## src/inc/isb_pkg.sv

```systemverilog
// Package: constants and types for the inc/dec/skip/branch execute block
// Operation
// [RULE_01] Decrement-skip writes file minus one to the accumulator when the destination bit is 0, else to the file.
// [RULE_02] Decrement-skip with a zero result squashes the next instruction into a no-operation; otherwise no flag changes.
// [RULE_03] Both increments write file plus one to the accumulator when the destination bit is 0, else to the file.
// [RULE_04] Increment-skip with a zero result squashes the next instruction; otherwise no flag changes.
// [RULE_05] The jump loads its 11-bit immediate into program counter bits 10 to 0.
// [RULE_06] The jump fills program counter bits 12 and 11 from bits 4 and 3 of the high latch.
// [RULE_07] The jump always transfers control, takes two cycles and leaves flags unchanged.
// [RULE_08] Literal OR ORs the accumulator with the 8-bit literal and writes the accumulator.
// [RULE_09] Plain increment and literal OR set the zero flag on a zero result and clear it otherwise.
package isb_pkg;
    // ------------------------------------------------------------
    // Instruction encoding
    // ------------------------------------------------------------
    localparam int          INSN_W      = 14;
    localparam int          PC_W        = 13;
    localparam int          FADDR_W     = 7;
    localparam int          DATA_W      = 8;
    localparam int          DEST_BIT    = 7;
    localparam int          JUMP_LSB    = 0;
    localparam int          JUMP_W      = 11;
    localparam int          LATCH_PAGE_LO = 3;
    localparam logic [5:0]  OP_DEC_SKIP = 6'h0b;
    localparam logic [5:0]  OP_INC_SKIP = 6'h0f;
    localparam logic [5:0]  OP_INC_FILE = 6'h0a;
    localparam logic [4:0]  OP_OR_LIT   = 5'h1c; // 11 1000 kkkk kkkk, bits 13:9
    localparam logic [2:0]  OP_JUMP     = 3'h5;  // 10 1kkk kkkk kkkk
    localparam logic [13:0] INSN_NOP    = 14'h0000;
    localparam logic [7:0]  ACC_RESET   = 8'h00;

    typedef enum logic [2:0] {
        ST_EXEC   = 3'b001,
        ST_SQUASH = 3'b010,
        ST_IDLE   = 3'b100
    } isb_state_t;

    typedef struct packed {
        logic              wr_acc;
        logic              wr_file;
        logic [6:0]        file_addr;
        logic [7:0]        data;
    } isb_wb_t;

    typedef struct packed {
        isb_state_t        state;
        logic [7:0]        acc;
        logic              zero;
        logic              pc_load;
        logic [12:0]       pc_target;
        logic              squash;
        isb_wb_t           wb;
    } isb_regs_t;
endpackage : isb_pkg

```

## src/hdl/isb_exec.sv

```systemverilog
// Execute stage for decrement/increment-skip, increment, literal OR and jump
`timescale 1ns/1ps
`default_nettype none
module isb_exec (
    input  wire logic                ref_clk,      // Core instruction clock, 10 MHz
    input  wire logic                reset,        // Synchronous, active high
    input  wire logic                insn_valid,   // Instruction present this cycle
    input  wire logic [13:0]         insn,         // Fetched instruction word
    input  wire logic [7:0]          file_rdata,   // Addressed file register contents
    input  wire logic [7:0]          pc_high_latch,// Program counter high latch
    output logic      [6:0]          file_raddr,   // File address being read
    output isb_pkg::isb_wb_t         wb,           // Registered write-back
    output logic      [7:0]          acc,          // Accumulator (working register)
    output logic                     zero_flag,    // Zero flag
    output logic                     pc_load,      // Pulse: load program counter
    output logic      [12:0]         pc_target,    // New program counter value
    output logic                     squash        // High while a no-operation runs
);
    isb_pkg::isb_regs_t r_reg, r_next;
    logic [7:0] inc_v, dec_v, or_v;
    logic       dest_file, skip_cycle;

    // ------------------------------------------------------------
    // Operand decode
    // ------------------------------------------------------------
    assign dest_file  = insn[isb_pkg::DEST_BIT];
    assign inc_v      = file_rdata + 8'h01;
    assign dec_v      = file_rdata - 8'h01;
    assign or_v       = r_reg.acc | insn[7:0];
    assign skip_cycle = (r_reg.state == isb_pkg::ST_SQUASH);

    // ------------------------------------------------------------
    // Next state
    // ------------------------------------------------------------
    always_comb begin
        r_next              = r_reg;
        r_next.pc_load      = 1'b0;
        r_next.squash       = 1'b0;
        r_next.wb.wr_acc    = 1'b0;
        r_next.wb.wr_file   = 1'b0;
        r_next.wb.file_addr = insn[6:0];
        r_next.state        = isb_pkg::ST_EXEC;
        case (r_reg.state)
            isb_pkg::ST_SQUASH: begin
                // Fetched word is thrown away; no-operation in its place
                r_next.squash = 1'b1;                                  // [RULE_02] [RULE_04] [RULE_07]
            end
            isb_pkg::ST_EXEC, isb_pkg::ST_IDLE: begin
                if (insn_valid) begin
                    if (insn[13:8] == isb_pkg::OP_DEC_SKIP) begin
                        r_next.wb.data    = dec_v;                     // [RULE_01]
                        r_next.wb.wr_acc  = ~dest_file;
                        r_next.wb.wr_file = dest_file;
                        if (!dest_file) r_next.acc = dec_v;
                        if (dec_v == 8'h00) r_next.state = isb_pkg::ST_SQUASH; // [RULE_02]
                    end else if (insn[13:8] == isb_pkg::OP_INC_SKIP ||
                                 insn[13:8] == isb_pkg::OP_INC_FILE) begin
                        r_next.wb.data    = inc_v;                     // [RULE_03]
                        r_next.wb.wr_acc  = ~dest_file;
                        r_next.wb.wr_file = dest_file;
                        if (!dest_file) r_next.acc = inc_v;
                        if (insn[13:8] == isb_pkg::OP_INC_FILE) begin
                            r_next.zero = (inc_v == 8'h00);            // [RULE_09]
                        end else if (inc_v == 8'h00) begin
                            r_next.state = isb_pkg::ST_SQUASH;         // [RULE_04]
                        end
                    end else if (insn[13:9] == isb_pkg::OP_OR_LIT) begin
                        r_next.acc       = or_v;                       // [RULE_08]
                        r_next.wb.data   = or_v;
                        r_next.wb.wr_acc = 1'b1;
                        r_next.zero      = (or_v == 8'h00);            // [RULE_09]
                    end else if (insn[13:11] == isb_pkg::OP_JUMP) begin
                        r_next.pc_load = 1'b1;                         // [RULE_07]
                        r_next.pc_target = {pc_high_latch[isb_pkg::LATCH_PAGE_LO +: 2], // [RULE_06]
                                            insn[isb_pkg::JUMP_LSB +: isb_pkg::JUMP_W]}; // [RULE_05]
                        r_next.state = isb_pkg::ST_SQUASH;             // [RULE_07]
                    end
                end
            end
            default: r_next.state = isb_pkg::ST_EXEC;
        endcase
    end

    always_ff @(posedge ref_clk) begin
        if (reset) begin
            r_reg.state     <= isb_pkg::ST_IDLE;
            r_reg.acc       <= isb_pkg::ACC_RESET;
            r_reg.zero      <= 1'b0;
            r_reg.pc_load   <= 1'b0;
            r_reg.pc_target <= 13'h0000;
            r_reg.squash    <= 1'b0;
            r_reg.wb        <= '0;
        end else begin
            r_reg <= r_next;
        end
    end

    // ------------------------------------------------------------
    // Outputs
    // ------------------------------------------------------------
    // Read address stays combinational so file_rdata returns in the same cycle
    assign file_raddr = insn[6:0];
    assign wb         = r_reg.wb;
    assign acc        = r_reg.acc;
    assign zero_flag  = r_reg.zero;
    assign pc_load    = r_reg.pc_load;
    assign pc_target  = r_reg.pc_target;
    assign squash     = r_reg.squash;
endmodule // isb_exec
`default_nettype wire

```

## config.mk

```make
export PLATFORM = sky130hd
export DESIGN_NAME = isb_exec
export DESIGN_NICKNAME = d
export VERILOG_FILES = /design/src/inc/isb_pkg.sv /design/src/hdl/isb_exec.sv
export SDC_FILE = /design/constraint.sdc
export NUM_CORES = 1
export LEC_CHECK = 0
export BUFFER_PORTS_ARGS = -buffer_cell sky130_fd_sc_hd__clkbuf_2
export CAP_MARGIN = 20
export CELL_PAD_IN_SITES_DETAIL_PLACEMENT = 1
export CELL_PAD_IN_SITES_GLOBAL_PLACEMENT = 1
export CORE_AREA = 2 2 91 93
export DETAILED_ROUTE_END_ITERATION = 10
export DIE_AREA = 0 0 93 95
export HOLD_SLACK_MARGIN = 0.12
export PLACE_DENSITY_LB_ADDON = 0.1
export SETUP_SLACK_MARGIN = 0.3
export SLEW_MARGIN = 15
export SYNTH_ARGS = -nofsm -noshare
export SYNTH_HDL_FRONTEND = slang
export SYNTH_SLANG_ARGS = --single-unit
```

## constraint.sdc

```tcl
create_clock -name ref_clk -period 1.6 [get_ports ref_clk]
set_input_delay 0.08 -clock ref_clk [delete_from_list [all_inputs] [get_ports ref_clk]]
set_output_delay 0.08 -clock ref_clk [all_outputs]
set_load 0.01 [all_outputs]
```

==> metrics.cfg, run 1 <==
[synthesis]
ys_seq_area_share_pct = 35.1
async_flop_share_pct = 0
yosysTopAreaCellShare_pct = 35.1
yosysWarnings = 0
synth_area_sq_mm = 0.00251
yosys.area.top_type = dfxtp_1
synth_fp_nets = 332
synth_edf_count = 0
syn_avg_cell_area_sq_um = 8.51
synth_area_leaders = dfxtp_1 35%, buf_4 14%, nor2_1 6.6%, mux2i_1 6.0%, nor2b_1 2.5%
synth_seq_cells = 44
synthFlopType = dfxtp_1
synthCells = 295
yosysUniqueCellTypes = 53

[min_path]
hp-class = in -> reg
worstHoldStart = insn[2]

[worst_setup_path]
worstPathCellList = xor2_2 -> nand3b_1 -> a221o_1 -> or4_4 -> o211ai_2
worst-setup-path-type = reg -> reg
r2r_start = r_reg[41]
critPathCaptureType = register
crit_fanout = 4
cp_slowest_stage_delay_ns = 0.43
critPathRequiredTime_ns = 1.83
start_kind = register
slowest_stage = or4_4
startpoint = r_reg[41]
critPathArrivalTime_ns = 1.80

[clock_tree]
cts_tree = done
clk_latency_ns = 0.30
htree_levels = 2
cts_buffers = 5
cts.clk_slew.worst_paths_ns = 0.09
cts_buffer_depth = 2
clock_sinks = 44
root_buffer = clkbuf_8

[route]
routedWlPerCell_um = 16.4
detail-route-antenna-nets = 0
wl_um = 7740
via_per_inst = 4.86
vias = 2291
dr.pass1.iters = 4
drc = 0
drt_iter0_drc = 53

[timing]
max_freq_mhz = 638
period_share_pct = 98.0
skew_ns = 0.0133
fin_crit_ns = 1.57
worst_slew_pin_slew_ns = 0.371
slew_headroom_pct = 75.3
rsz0062_at_grt = true
final_max_slew_viol_count = 0
setup_viol = 0
hold_violations = 0

[floorplan]
fp.dieH_um = 95
die_x_um = 93
ios = 81
coreArea_sq_mm = 0.00793
die_area_sq_mm = 0.00884
rows = 33
floorplan.initialDensity_pct = 31.7

[placed_design]
dp_cells = 448
place_congestion = 0.797
port_buffers = 74
dp_hpwl_um = 5710

[cells_and_area]
regMostFlops = wb
antenna-diode-count = 0
multi_input_area_sq_mm = 0.00126
register_area_sq_um = 883
top_regs = wb (17), pc_target (13), acc (8)
stdcell_count = 471
drive_gt1_share_pct = 38.0
layout-area-overhead-vs-synth_pct = 27.0
largest_reg_flops = 17
finish.net_count = 402
fill_cells = 969

[global_routing]
antenna_found_initial = 0
gr-usage-all-layers_pct = 17.8
grt_first_pass_wirelength_um = 12100
grt_pass1_vias = 2242
grt-ovfl-total = 0
grt_max_degree = 22

[power]
power_density_mw_per_mm2 = 720
p_total_mw = 2.29
peakVddDrop_mv = 0.303
p_leak_nw = 1.34

[run_status]
status = finished, final reports clean

[run]
cap_violations = 0

==> cell usage after synthesis (all sizes together) (3+ instances only) <==
cell,number
inv,4
mux2i,15
o21ai,9
buf,51
a21oi,5
nand3,6
ha,4
nand4,5
nor3,8
xnor2,3
or4,3
nor2b,10
a311oi,3
a211oi,8
nand3b,3
clkbuf,7
a31oi,5
nand2,16
dfxtp,44
xor2,4
nor2,44
nand2b,4
==> area by class of cell <==
cell class / instances / share of cell area [%]
Clock buffer: 6 / 2.59
Clock inverter: 2 / 0.471
Inverter: 5 / 0.589
Multi-Input combinational cell: 188 / 39.7
Sequential cell: 44 / 27.7
Tap cell: 105 / 4.12
Timing Repair Buffer: 121 / 24.8
==> power by group <==
group	internal, mW	switching [mW]	leakage (nW)
clock	0.350	0.413	0.0434
combinational	0.180	0.218	0.939
sequential	1.12	0.0131	0.357
==> cells in the final DEF (no fill, tap or decap), types with 2 or more instances in the layout <==
cell type / netlist / routed
mux2_2: 2 / 2
or4_4: 2 / 2
o22ai_1: 2 / 2
and3_1: 2 / 2
dfxtp_2: 0 / 2
nand4_1: 5 / 5
nor2_1: 44 / 43
nand2_1: 16 / 16
xor2_1: 4 / 3
clkbuf_8: 0 / 6
nand3b_1: 3 / 3
inv_1: 4 / 4
o21ai_0: 9 / 9
a211oi_1: 8 / 7
nor4b_1: 2 / 2
nand3_1: 5 / 5
a221o_1: 2 / 2
a21oi_1: 5 / 3
nand2b_1: 4 / 4
a31oi_1: 5 / 5
nor3_1: 8 / 8
mux2i_1: 15 / 14
a21oi_4: 0 / 2
ha_1: 4 / 3
nor2b_1: 10 / 9
clkinvlp_4: 0 / 2
xnor2_1: 3 / 3
buf_4: 48 / 32
dfxtp_1: 44 / 42
clkbuf_2: 0 / 74
a311oi_1: 3 / 3
dlygate4sd3_1: 0 / 10
a22oi_1: 2 / 2
buf_6: 0 / 3
==> through the flow <==
| stage | worst slack [ns] | setup TNS [ns] | hold slack, ns | util (%) | instance area (sq um) |
|---|---|---|---|---|---|
| final | 0.0325 | 0 | 0.122 | 40.2 | 3190 |
| after detailed placement | -0.0671 | -0.253 | 0.334 | 36.2 | 2870 |
| after floorplan | 0.0712 | 0 | 0.108 | - | 2510 |
| after global placement | -0.0675 | -0.232 | 0.320 | 36.2 | 2870 |
| after CTS | -0.0140 | -0.0607 | 0.124 | 39.9 | 3160 |
| after global routing | -0.105 | -1.48 | 0.140 | 40.2 | 3190 |
==> cells by family (layout without fill, tap and decap cells) <==
group	after synthesis	after routing	share of synthesized area [%]
AOI/OAI and AO/OA	49	49	14.2
xor gates and xnor gates	7	7	2.44
adders and majority gates	4	4	1.99
buffers and inverters	63	134	16.7
DFF	44	44	35.1
muxes	17	17	6.88
and+or+nand+nor	111	111	22.7
==> worst paths after layout <==
| path | endpoint | cells past startpoint | slack [ns] |
|---|---|---|---|
| worst max-delay path | zero_flag | 5 | 0.03 |
| worst min-delay path | pc_target[2] | 3 | 0.12 |
| worst max register to register | zero_flag | 5 | 0.03 |
| worst min register to register | squash | 1 | 0.46 |
==> worst max-delay path, delay by kind of cell, from the launching register on <==
kind	cells	cell delay (ns)
and+or+nand+nor	2	0.60
AOI/OAI and AO/OA	2	0.41
DFF	1	0.35
xor gates and xnor gates	1	0.15
==> layer usage <==
layer	up-vias	part of all wire, %	track usage (%)
met4	0	0.57	3.43
met5	-	0	0
met2	45	49	30.6
li1	1145	-	-
met3	4	3.5	2.63
met1	1097	47	24.0
==> repair_timing <==
item                       in CTS  in global routing
buffers inserted                2                  0
resized for setup              12                  6
cloned                          3                  0
hold buffers                   10                  0
hold endpoints to repair       15                  0
setup endpoints to repair      30                 32
pin swaps                       3                  3
(Power assumes the default switching activity.)
==> inputs of run 2 (changes only) <==
==> constraint.sdc (replaced) <==
create_clock -name ref_clk -period 1.3 [get_ports ref_clk]
set_input_delay 0.065 -clock ref_clk [delete_from_list [all_inputs] [get_ports ref_clk]]
set_output_delay 0.065 -clock ref_clk [all_outputs]
set_load 0.01 [all_outputs]
==> metrics.cfg, run 2 (synthesized netlist as in run 1, its figures left out) <==
[clock_tree]
htree_levels = 2  ; unchanged
clk_latency_ns = 0.30  ; about the same
clock_sinks = 44  ; unchanged
cts_buffers = 5  ; unchanged
cts_tree = done
cts.clk_slew.worst_paths_ns = 0.09  ; about the same
root_buffer = clkbuf_8
cts_buffer_depth = 2  ; unchanged

[power]
power.clock.fraction_pct = 35.8  ; +2.5 points
p_total_mw = 3.13  ; +36%
pwr-share-seq_pct = 44.6  ; -4.8 points
peakVddDrop_mv = 0.405  ; +33%
p_int_mw = 2.31  ; +40%
combPwrFrac_pct = 19.6  ; +2.3 points
power_density_mw_per_mm2 = 859  ; +19%
p_leak_nw = 1.57  ; +17%
switching_share_pct = 26.2  ; -1.9 points
switchingPower_mw = 0.819  ; +27%

[timing]
setup_viol = 31  ; +31
final_max_slew_viol_count = 0  ; unchanged
fin_hold_ws_ns = 0.130  ; +0.00836 ns
skew_ns = 0.0156  ; +0.00234 ns
fin_setup_tns_ns = -7.87  ; -7.87 ns
worst_slew_pin_slew_ns = 0.352  ; -0.0188 ns
rsz0062_at_grt = true
slew_headroom_pct = 76.4  ; +1.2 points
hold_violations = 0  ; unchanged
max_freq_mhz = 617  ; -3.3%
period_share_pct = 125  ; +27 points
setup_ws_ns = -0.321  ; -0.353 ns
fin_crit_ns = 1.62  ; +0.0531 ns

[floorplan]
ios = 81  ; unchanged
floorplan.initialDensity_pct = 31.7  ; unchanged
coreArea_sq_mm = 0.00793  ; unchanged
die_area_sq_mm = 0.00884  ; unchanged
die_x_um = 93  ; unchanged
rows = 33  ; unchanged
fp.dieH_um = 95  ; unchanged

[min_path]
hp-class = in -> reg
min_to = pc_target[1]
worstHoldStart = insn[1]
whs_path_depth = 4  ; +1

[worst_setup_path]
r2r_start = r_reg[41]
worst-setup-path-type = reg -> reg
ff2ff_path_depth = 7  ; +2
critPathArrivalTime_ns = 1.82  ; +0.02 ns
critPathCaptureType = register
start_kind = register
slowest_stage = dfxtp_2
r2r_setup_slack_ns = -0.32  ; -0.35 ns
crit_fanout = 7  ; +3
critPathRequiredTime_ns = 1.50  ; -0.33 ns
cp_slowest_stage_delay_ns = 0.36  ; -0.07 ns
rr_endpoint = acc[0]
worstPathCellList = xor2_2 -> nand3b_1 -> buf_6 -> a21oi_4 -> buf_8 -> mux2i_1 -> nor2_1

[cells_and_area]
top_regs = wb (17), pc_target (13), acc (8)
finish.net_count = 437  ; +8.7%
drive_gt1_share_pct = 50.6  ; +13 points
layout-area-overhead-vs-synth_pct = 44.9
fin_util_pct = 45.9  ; +5.7 points
final_common_cell = clkbuf_2
register_area_sq_um = 887  ; +0.42%
regMostFlops = wb
largest_reg_flops = 17  ; unchanged
layout_common_cells = 72 x clkbuf_2, 62 x buf_4, 39 x dfxtp_1
stdcell_count = 506  ; +7.4%
multi_input_area_sq_mm = 0.00141  ; +11%
antenna-diode-count = 0  ; unchanged
fill_cells = 969  ; unchanged

[route]
vias = 2437  ; +6.4%
via_per_inst = 4.82  ; -0.99%
dr.pass1.iters = 4  ; unchanged
drt_iter0_drc = 64  ; +21%
drc = 0  ; unchanged
detail-route-antenna-nets = 0  ; unchanged
wl_um = 8190  ; +5.8%
routedWlPerCell_um = 16.2  ; -1.5%

[placed_design]
dp_hpwl_um = 6020  ; +5.5%
place_congestion = 0.804  ; +0.92%
port_buffers = 74  ; unchanged
dp_cells = 478  ; +6.7%

[global_routing]
grt-ovfl-total = 0  ; unchanged
gr-usage-all-layers_pct = 19.1  ; +1.3 points
antenna_found_initial = 0  ; unchanged
grt_max_degree = 27  ; +23%
grt_pass1_vias = 2493  ; +11%
grt_first_pass_wirelength_um = 12900  ; +6.6%

[run]
cap_violations = 0  ; unchanged

[run_status]
status = finished, violations left
violations = negative setup slack

==> run 2: changes by cell type in the layout (fill, tap and decap cells not counted), moves of 4 or more <==
cell	change
buf_4	+30
nor2_1	-7
buf_6	+6
a211oi_1	-5
a211oi_2	+5
nor2_2	+4
o21ai_0	-4
o21ai_1	+4
==> run 2: routing by layer <==
metal | wire, um | track usage [%] | vias to the layer above
li1 | - | - | 1209
met1 | 3630 | 24.0 | 1172
met2 | 4140 | 33.6 | 50
met3 | 339 | 3.83 | 6
met4 | 77 | 4.66 | 0
met5 | 0 | 0 | -
==> run 2: worst max path at each step <==
stage / start / end / slack [ns] / cells past startpoint
2_1_floorplan: r_reg[43] / zero_flag / -0.23 / 5
3_3_place_gp: insn[12] / acc[3] / -0.28 / 8
3_5_place_dp: insn[13] / acc[2] / -0.34 / 7
4_1_cts: r_reg[41] / acc[2] / -0.26 / 7
5_1_grt: r_reg[43] / pc_target[10] / -0.38 / 7
6_report: r_reg[41] / acc[0] / -0.32 / 7
==> run 2: critical path: cells and delay by family (launching register included) <==
family	cells	cell delay, ns
buffers and inverters	2	0.37
multiplexers	1	0.21
AO/OA/AOI/OAI	1	0.17
XOR/XNOR	1	0.15
AND/OR/NAND/NOR	2	0.26
flip-flops	1	0.36
==> run 2: power groups by stage <==
stage	Combinational [mW]	Sequential (mW)	Clock, mW
floorplan	0.290	1.42	0
global placement	0.508	1.42	0
detailed placement	0.513	1.42	0
CTS	0.587	1.39	1.16
global route	0.666	1.40	1.21
finish	0.613	1.40	1.12
==> run 2: per-stage QoR <==
stage | instance area (sq um) | worst slack, ns
2_1_floorplan | 2570 | -0.229
3_3_place_gp | 3130 | -0.278
3_5_place_dp | 3130 | -0.336
4_1_cts | 3520 | -0.259
5_1_grt | 3640 | -0.376
6_report | 3640 | -0.321
==> run 2: timing repair <==
action / 4_1_cts / 5_1_grt
setup buffers: 6 / 2
hold buffers: 9 / 0
pin swaps: 7 / 12
gates cloned: 3 / 0
gates resized for setup: 26 / 33
hold endpoints to repair: 14 / 0
setup endpoints to repair: 36 / 38
==> run 2: final cells by class <==
cell class              instances  area share (%)
repair buffers                156            29.4
flip-flops and latches         44            24.4
multi-input cells             188            38.6
inverters                       5           0.585
clock buffers                   6            2.27
well taps                     105            3.61
clock inverters                 2            1.07
